[src/dtc_defines.svh]
// Purpose: constants for the differential transceiver control block
// Assumes: one 32-bit word per register on classic Wishbone
// Notes: offsets are byte addresses
`ifndef DTC_DEFINES_SVH
`define DTC_DEFINES_SVH

// ****************************************
// register offsets
// ****************************************
`define DTC_ICR_OFF 8'h04
`define DTC_MODE_OFF 8'h08
`define DTC_TCR_OFF 8'h0C
`define DTC_STAT_OFF 8'h10

// ****************************************
// field positions
// ****************************************
`define DTC_ICR_DATA_BIT 0
`define DTC_ICR_ATN_BIT 1
`define DTC_ICR_SEL_BIT 2
`define DTC_ICR_BSY_BIT 3
`define DTC_ICR_ACK_BIT 4
`define DTC_ICR_DIFF_BIT 5
`define DTC_ICR_RST_BIT 7
`define DTC_MODE_ARB_BIT 0
`define DTC_MODE_TARGET_BIT 6
`define DTC_TCR_IO_BIT 0

// ****************************************
// reset values
// ****************************************
`define DTC_ICR_RST_VAL 8'h00
`define DTC_MODE_RST_VAL 8'h00
`define DTC_TCR_RST_VAL 8'h00

`endif

[src/dtc_pkg.sv]
// Purpose: types for the differential transceiver control block
// Assumes: nothing beyond the defines header
// Notes: the enable group travels as one struct
package dtc_pkg;

    typedef struct packed {
        logic data_xcvr_enable;
        logic target_group_enable;
        logic initiator_group_enable;
        logic arbitration_id_drive;
        logic busy_drive_out;
        logic select_drive_out;
        logic bus_reset_drive_out;
    } dtc_xcvr_t;

    typedef enum logic [1:0] {
        DTC_BUS_IDLE,
        DTC_BUS_ACK
    } dtc_bus_state_t;

endpackage : dtc_pkg

[src/dtc_sync_reg.sv]
// Purpose: one byte-wide control register with reset value and write strobe
// Assumes: synchronous active-low reset
// Notes: instantiated once per software control register
`timescale 1ns/100ps
module dtc_sync_reg #(
    parameter logic [7:0] RESET_VAL = 8'h00
) (
    // clock and reset
    input wire logic clk_i,
    input wire logic rstn_i,
    // write port
    input wire logic we_i,
    input wire logic [7:0] wdata_i,
    // stored value
    output logic [7:0] q_o
);

    always_ff @(posedge clk_i) begin
        if (!rstn_i) begin
            q_o <= RESET_VAL;
        end else if (we_i) begin
            q_o <= wdata_i;
        end
    end

endmodule : dtc_sync_reg

[src/dtc_xcvr_ctrl.sv]
// Purpose: transceiver enables and pin direction for the differential variant
// Assumes: wishbone classic slave, one wait state, all inputs synchronous to clk_i
// Notes: outputs are registered, so they lag their cause by one clock
`timescale 1ns/100ps
`include "dtc_defines.svh"
module dtc_xcvr_ctrl (
    // clock and reset
    input wire logic clk_i,
    input wire logic rstn_i,
    // wishbone slave
    input wire logic wb_cyc_i,
    input wire logic wb_stb_i,
    input wire logic wb_we_i,
    input wire logic [7:0] wb_adr_i,
    input wire logic [3:0] wb_sel_i,
    input wire logic [31:0] wb_dat_i,
    output logic [31:0] wb_dat_o,
    output logic wb_ack_o,
    output logic wb_err_o,
    // bus state
    input wire logic single_ended_strap_i,
    input wire logic phase_match_i,
    input wire logic bus_free_i,
    // pins shared between bidirectional and receive-only use
    input wire logic busy_pin_i,
    input wire logic select_pin_i,
    input wire logic bus_reset_pin_i,
    output logic busy_pin_oe_n_o,
    output logic select_pin_oe_n_o,
    output logic bus_reset_pin_oe_n_o,
    // receivers as seen by the core
    output logic busy_receive_in_o,
    output logic select_receive_in_o,
    output logic bus_reset_receive_in_o,
    // transceiver control
    output dtc_pkg::dtc_xcvr_t xcvr_o
);
    import dtc_pkg::*;

    // ****************************************
    // bus decode
    // ****************************************
    dtc_bus_state_t bus_q;
    logic req;
    logic hit_icr;
    logic hit_mode;
    logic hit_tcr;
    logic hit_stat;
    logic mapped;
    logic wr_lane0;
    logic we_icr;
    logic we_mode;
    logic we_tcr;
    logic [7:0] icr_q;
    logic [7:0] mode_q;
    logic [7:0] tcr_q;
    logic single_ended;
    dtc_xcvr_t xcvr_d;

    // a strobe held through the ack cycle is not taken a second time
    assign req = wb_cyc_i && wb_stb_i && (bus_q == DTC_BUS_IDLE);
    assign hit_icr = (wb_adr_i == `DTC_ICR_OFF);
    assign hit_mode = (wb_adr_i == `DTC_MODE_OFF);
    assign hit_tcr = (wb_adr_i == `DTC_TCR_OFF);
    assign hit_stat = (wb_adr_i == `DTC_STAT_OFF);
    assign mapped = hit_icr || hit_mode || hit_tcr || hit_stat;

    // ****************************************
    // register write strobes
    // ****************************************
    // stat is read-only: a write there is acked and dropped
    // writes land at the edge where the master samples ack, never before it
    assign wr_lane0 = wb_cyc_i && wb_stb_i && wb_ack_o && wb_we_i && wb_sel_i[0];
    assign we_icr = wr_lane0 && hit_icr;
    assign we_mode = wr_lane0 && hit_mode;
    assign we_tcr = wr_lane0 && hit_tcr;

    // one answer per request; ack drops the cycle after it is given
    always_ff @(posedge clk_i) begin
        if (!rstn_i) begin
            bus_q <= DTC_BUS_IDLE;
            wb_ack_o <= 1'b0;
            wb_err_o <= 1'b0;
        end else begin
            case (bus_q)
                DTC_BUS_IDLE: begin
                    wb_ack_o <= req && mapped;
                    wb_err_o <= req && !mapped;
                    if (req) begin
                        bus_q <= DTC_BUS_ACK;
                    end
                end
                DTC_BUS_ACK: begin
                    wb_ack_o <= 1'b0;
                    wb_err_o <= 1'b0;
                    bus_q <= DTC_BUS_IDLE;
                end
                default: begin
                    wb_ack_o <= 1'b0;
                    wb_err_o <= 1'b0;
                    bus_q <= DTC_BUS_IDLE;
                end
            endcase
        end
    end

    // ****************************************
    // control registers
    // ****************************************
    dtc_sync_reg #(.RESET_VAL(`DTC_ICR_RST_VAL)) u_icr (
        .clk_i(clk_i),
        .rstn_i(rstn_i),
        .we_i(we_icr),
        .wdata_i(wb_dat_i[7:0]),
        .q_o(icr_q)
    );

    dtc_sync_reg #(.RESET_VAL(`DTC_MODE_RST_VAL)) u_mode (
        .clk_i(clk_i),
        .rstn_i(rstn_i),
        .we_i(we_mode),
        .wdata_i(wb_dat_i[7:0]),
        .q_o(mode_q)
    );

    dtc_sync_reg #(.RESET_VAL(`DTC_TCR_RST_VAL)) u_tcr (
        .clk_i(clk_i),
        .rstn_i(rstn_i),
        .we_i(we_tcr),
        .wdata_i(wb_dat_i[7:0]),
        .q_o(tcr_q)
    );

    // read data registered with the ack; stat shows live outputs and strap
    always_ff @(posedge clk_i) begin
        if (!rstn_i) begin
            wb_dat_o <= 32'h0000_0000;
        end else if (req) begin
            if (hit_icr) begin
                wb_dat_o <= {24'h00_0000, icr_q};
            end else if (hit_mode) begin
                wb_dat_o <= {24'h00_0000, mode_q};
            end else if (hit_tcr) begin
                wb_dat_o <= {24'h00_0000, tcr_q};
            end else if (hit_stat) begin
                wb_dat_o <= {24'h00_0000, single_ended, xcvr_o};
            end else begin
                wb_dat_o <= 32'h0000_0000;
            end
        end
    end

    // ****************************************
    // transceiver enables
    // ****************************************
    assign single_ended = single_ended_strap_i;

    // phase match only opens the data path for an initiator that is sending
    always_comb begin
        xcvr_d.data_xcvr_enable = icr_q[`DTC_ICR_DATA_BIT] &&
            (mode_q[`DTC_MODE_TARGET_BIT] ||
             (phase_match_i && !tcr_q[`DTC_TCR_IO_BIT]));
        xcvr_d.target_group_enable = mode_q[`DTC_MODE_TARGET_BIT] && icr_q[`DTC_ICR_DIFF_BIT];
        xcvr_d.initiator_group_enable = !mode_q[`DTC_MODE_TARGET_BIT] && icr_q[`DTC_ICR_DIFF_BIT];
        xcvr_d.arbitration_id_drive = mode_q[`DTC_MODE_ARB_BIT] && bus_free_i;
        xcvr_d.busy_drive_out = icr_q[`DTC_ICR_BSY_BIT];
        xcvr_d.select_drive_out = icr_q[`DTC_ICR_SEL_BIT];
        xcvr_d.bus_reset_drive_out = icr_q[`DTC_ICR_RST_BIT];
    end

    // registered so every pin comes from a flop; reset clears all enables
    always_ff @(posedge clk_i) begin
        if (!rstn_i) begin
            xcvr_o <= '0;
        end else begin
            xcvr_o <= xcvr_d;
        end
    end

    // ****************************************
    // shared pin direction
    // ****************************************
    // differential mode never drives these pins: external parts own the bus
    // the drive bits still reach xcvr_o so the external drivers can follow them
    always_ff @(posedge clk_i) begin
        if (!rstn_i) begin
            busy_pin_oe_n_o <= 1'b1;
            select_pin_oe_n_o <= 1'b1;
            bus_reset_pin_oe_n_o <= 1'b1;
        end else begin
            busy_pin_oe_n_o <= !(single_ended && xcvr_d.busy_drive_out);
            select_pin_oe_n_o <= !(single_ended && xcvr_d.select_drive_out);
            bus_reset_pin_oe_n_o <= !(single_ended && xcvr_d.bus_reset_drive_out);
        end
    end

    // receivers pass the pin in both strap modes; single-ended sees its own drive
    always_ff @(posedge clk_i) begin
        if (!rstn_i) begin
            busy_receive_in_o <= 1'b0;
            select_receive_in_o <= 1'b0;
            bus_reset_receive_in_o <= 1'b0;
        end else begin
            busy_receive_in_o <= busy_pin_i;
            select_receive_in_o <= select_pin_i;
            bus_reset_receive_in_o <= bus_reset_pin_i;
        end
    end

endmodule : dtc_xcvr_ctrl

[config.mk]
export PLATFORM = sky130hd
export DESIGN_NAME = dtc_xcvr_ctrl
export DESIGN_NICKNAME = d
export VERILOG_FILES = /design/src/dtc_pkg.sv /design/src/dtc_sync_reg.sv /design/src/dtc_xcvr_ctrl.sv
export VERILOG_INCLUDE_DIRS = /design/src
export SDC_FILE = /design/constraint.sdc
export NUM_CORES = 1
export LEC_CHECK = 0
export BUFFER_PORTS_ARGS = -buffer_cell sky130_fd_sc_hd__buf_2
export CAP_MARGIN = 20
export CELL_PAD_IN_SITES_DETAIL_PLACEMENT = 1
export CELL_PAD_IN_SITES_GLOBAL_PLACEMENT = 1
export CORE_MARGIN = 4
export CORE_UTILIZATION = 35
export CTS_CLUSTER_SIZE = 10
export DETAILED_ROUTE_END_ITERATION = 7
export PLACE_DENSITY_LB_ADDON = 0.05
export SETUP_SLACK_MARGIN = 0.5
export SLEW_MARGIN = 40
export SYNTH_ARGS = -nofsm -noshare
export SYNTH_HDL_FRONTEND = slang
export SYNTH_SLANG_ARGS = --single-unit
[constraint.sdc]
create_clock -name clk_i -period 2.2 [get_ports clk_i]
set_input_delay 0.11 -clock clk_i [delete_from_list [all_inputs] [get_ports clk_i]]
set_output_delay 0.11 -clock clk_i [all_outputs]
set_load 0.05 [all_outputs]
==> Yosys cells after proc, flatten, opt, wreduce, memory -nomap -nowiden <==
Index checks and enable logic that the tools add are counted.
{ "op_classes": {"eq_ne": 4, "n_mux": 4, "reduce_logical": 30} }
{ "ops": {"columns": ["cell", "n"], "rows": [
  ["$mux 8", 4],
  ["$logic_and 1x1->1", 18],
  ["$eq 8x4->1 const B", 2],
  ["$eq 8x3->1 const B", 1],
  ["$eq 8x5->1 const B", 1],
  ["$logic_not 1->1", 6],
  ["$logic_or 1x1->1", 4],
  ["$logic_not 2->1", 1],
  ["$reduce_and 2->1", 1]
]} }
{ "word_totals": {"reg_bits": 72, "output_inout_bits": 47, "word_cells": 58} }

==> Depth between registers and ports, before layout <==
{ "depth": {"ltp_word": 6, "mapped_depth": 6} }

==> Modules after synthesis <==
Synthesis repeated with hierarchy kept, for this count alone.
{ "hier_totals": {"hier_cells": 210, "area_unflattened_um2": 2215.9} }
{ "by_module_without_submodules": {"columns": ["module", "instances", "cells_per_inst", "area_each_um2"], "rows": [
  ["dtc_xcvr_ctrl", 1, 135, 1311.3],
  ["dtc_sync_reg", 3, 25, 301.5]
]} }

==> Worst setup path before layout <==
Ideal clock, no wire load.
{ "synth_timing": {"path_kind": "register to register", "start": "register wb_ack_o", "end": "register u_mode.q_o[5]", "setup_ps": 117, "arrival_ps": 1474, "t_required_ps": 2083, "setup_slack_ps": 609, "path_stages_with_launch": 6, "path_buffers": 1, "period_less_slack_ps": 1591, "path_cell_list": "dfxtp_1 > and4_1 > nand4_2 > buf_6 > nand3_1 > o21ai_1"} }
{ "synth_via": {"elab_chain_len": 4} }
{ "synth_rtl": {"columns": ["item", "line_no", "text"], "rows": [
  ["start: declaration", "dtc_xcvr_ctrl.sv:18", "output logic wb_ack_o,"],
  ["start signal: assignment", "dtc_xcvr_ctrl.sv:87", "wb_ack_o <= req && mapped;"],
  ["$logic_and 1x1->1 (3 in series)", "dtc_xcvr_ctrl.sv:73", "assign wr_lane0 = wb_cyc_i && wb_stb_i && wb_ack_o && wb_we_i && wb_sel_i[0];"],
  ["$logic_and 1x1->1", "dtc_xcvr_ctrl.sv:75", "assign we_mode = wr_lane0 && hit_mode;"],
  ["end signal: assignment", "dtc_sync_reg.sv:22", "q_o <= wdata_i;"],
  ["end: declaration", "dtc_sync_reg.sv:15", "output logic [7:0] q_o"]
]} }
Every way passes these cells.
A chain may end at the register's enable or synchronous reset.

==> Final worst setup path <==
{ "layout_timing": {"start": "register wb_ack_o", "end": "register u_mode.q_o[4]"} }
Same word-level chain as after synthesis.

==> qor.yml <==
status: "finished clean"
drtPass1Iterations: 4
detail-route-antenna-nets: 0
crit_slowest_cell: "nand4_2"
wl_per_cell_um: 14.3
holdPathEnd: "select_receive_in_o"
dieHeight_um: 86.0
syn_to_final_growth_pct: 14.2
drv_cap: 0
vias: 1647
rsz0062_at_grt: "yes"
path_delay_family: "simple AND/OR/NAND/NOR gates"
path_buf_inv: 0
drt_iter0_drc: 50
clock-sinks: 48
min_period_over_period: 0.697
grt_pass1_vias: 1664
synth_cells: 228
grt_usage: 0.145
dieArea_um2: 7390
drcViolationCount: 0
holdPathStages: 2
setup_viol: 0
p_leak_nw: 1.02
timing.rr.start: "wb_ack_o"
drv_slew: 0
gp_congestion: 0.687
crit_type: "flop to flop"
cts-root-buf: "clkbuf_8"
clk_latency_ns: 0.30
min_period_ns: 1.53
postSynthAreaPerCell_um2: 9.33
fin_skew_ns: 0.00831
max_stage_delay_ns: 0.43
reg2reg_to: "u_mode.q_o[4]"
syn-cell-area_um2: 2130
die_x_um: 86.0
hold_path.startpoint: "select_pin_i"
avgViaCountPerCell: 4.69
r2r_setup_slack_ns: 0.67
dp_hpwl_mm: 3.73
start_kind: "flop"
yosysSeqAreaShare: 0.452
relSlewSlack: 0.661
worst-endpoint-arrival_ns: 1.72
antenna_found_initial: 0
floorplan.initialDensity: 0.359
required_ns: 2.38
grt.overflow.total: 0
htree_levels: 2
drive_gt1_frac: 0.283
fin_util: 0.410
peakVddDrop_v: 0.000235
worst_slew_pin_slew_ns: 0.507
rows: 28
cts_tree: "yes"
clock.fmax_mhz: 653
cp-end-kind: "flop"
path_cells: "and4_1, nand4_2, nand3_1, o21ai_1"
ys_ff_latch: 48
ys_warn_count: 0
io_buffer_count: 50
stdcell_area_um2: 2430
cts_buffers: 5
routed_wl_mm: 5.01
tns_ns: 0
reg2reg_depth: 4
hp-class: "input pin to flop"
core_um2: 5920
grt_max_degree: 31
cts_buffer_depth: 2
io_pins: 102
clk_pin_slew_ns: 0.09
n_antenna_cell: 0
ys_types: 37
hold_violations: 0
path_depth: 4
layout.nets: 331
grt_pass1_wl_mm: 8.42
power.density_nw_per_um2: 658
dpl-instance-area_um2: 2320
path_max_fanout: 16
[cell usage in the layout, fill, tap and decap left out, types with 2 or more instances in the layout]
master         count
buf_2             50
dfxtp_1           48
nand3_1           24
conb_1            24
o21ai_1           23
nand2_1           22
o21ai_0           10
nand2b_1           8
a22o_1             8
a22oi_1            8
o21ai_2            7
and2_1             6
clkbuf_8           5
nor2_1             3
nand4_4            2
nor4b_2            2
inv_1              2
and3_1             2
dlygate4sd3_1      2
buf_4              2
[flip-flops by register name, indices dropped and copies added (netlist names)]
name and count:
u_tcr.q_o 8, u_mode.q_o 8, bus_q 1, xcvr_o 7, wb_dat_o 8, select_receive_in_o 1
busy_pin_oe_n_o 1, busy_receive_in_o 1, u_icr.q_o 8, bus_reset_pin_oe_n_o 1, bus_reset_receive_in_o 1, select_pin_oe_n_o 1
wb_err_o 1, wb_ack_o 1
[power by group]
group,switching [W],internal (W),total [W]
logic,0.000177,0.0000464,0.000224
registers,0.00000104,0.000872,0.000873
clock network,0.000287,0.000215,0.000503
[metrics by stage]
step,power [W],instances,hold WS (ns),setup slack (ns)
floorplan,0.00109,251,0.194,0.609
detailed placement,0.00111,342,0.323,0.514
finish,0.00160,351,0.0170,0.668
global route,0.00168,351,0.0170,0.471
CTS,0.00162,351,0.0105,0.566
global placement,0.00111,342,0.315,0.555
[final cells by class]
cell class	count	area, um2
Fill cell	728	3490
Multi-Input combinational cell	165	1000
Sequential cell	48	961
Timing Repair Buffer	54	285
Tap cell	75	93.8
Clock buffer	5	68.8
Clock inverter	2	12.5
Inverter	2	7.51
[worst max path at each step]
stage / slack [ns] / start / to
floorplan: 0.61 / wb_ack_o / u_mode.q_o[5]
global placement: 0.56 / wb_adr_i[7] / u_icr.q_o[5]
detailed placement: 0.51 / wb_adr_i[2] / u_icr.q_o[4]
CTS: 0.57 / wb_ack_o / u_icr.q_o[6]
global route: 0.47 / wb_ack_o / u_mode.q_o[0]
finish: 0.67 / wb_ack_o / u_mode.q_o[4]
[worst reg2reg max path, stage by stage, from the launching register on]
cell and delay [ns]:
dfxtp_1 0.32, and4_1 0.36, nand4_2 0.43, nand3_1 0.23
o21ai_1 0.08
[kinds of logic (layout without fill, tap and decap cells)]
group,Yosys count,count (layout),share of synthesized area
and+or+nand+nor,81,81,0.242
xor gates and xnor gates,1,1,0.00412
other,1,24,0.00176
AOI/OAI and AO/OA,59,59,0.178
buffers and inverters,38,63,0.122
DFF,48,48,0.452
[timing repair]
item | in CTS | in global routing
buffers inserted | 0 | 0
endpoints found under the hold margin | 2 | 0
setup endpoints to repair | 0 | 8
hold buffers | 2 | 0
resized for setup | 0 | 1
[synth_stat cells]
library cell / instances / share of area
nor2b_1: 1 / 0.0029
nor4_1: 1 / 0.0029
o21ai_0: 10 / 0.024
nor2_1: 3 / 0.0053
nand2_1: 22 / 0.039
nand4b_1: 1 / 0.0041
a22o_1: 8 / 0.033
a22oi_1: 8 / 0.028
nor2_2: 1 / 0.0029
a21oi_1: 1 / 0.0024
buf_4: 24 / 0.085
nor4_4: 1 / 0.010
o21ai_2: 7 / 0.029
and3_1: 2 / 0.0059
inv_1: 2 / 0.0035
nor4b_4: 1 / 0.011
o21a_1: 1 / 0.0035
nand4_2: 2 / 0.012
buf_1: 1 / 0.0018
and2_1: 6 / 0.018
nand3b_1: 1 / 0.0035
conb_1: 1 / 0.0018
o31a_2: 1 / 0.0047
and4bb_2: 1 / 0.0059
nand4_4: 1 / 0.010
o21ai_1: 23 / 0.054
buf_6: 3 / 0.016
nand3_1: 24 / 0.056
xor2_1: 1 / 0.0041
nand2b_1: 8 / 0.024
clkbuf_1: 4 / 0.0071
buf_2: 4 / 0.0094
and4_1: 1 / 0.0041
nor4b_2: 2 / 0.014
nor2_4: 1 / 0.0053
or4_4: 1 / 0.0053
dfxtp_1: 48 / 0.45
[per-layer routing]
metal,GRT usage,wire length (um),part of all wire,up-vias
li1,-,-,-,848
met1,0.205,2470,0.49,745
met2,0.214,2150,0.43,48
met3,0.0346,312,0.062,6
met4,0.0518,81,0.016,0
met5,0,0,0,-
No activity file was read; power rests on OpenSTA's default activity.
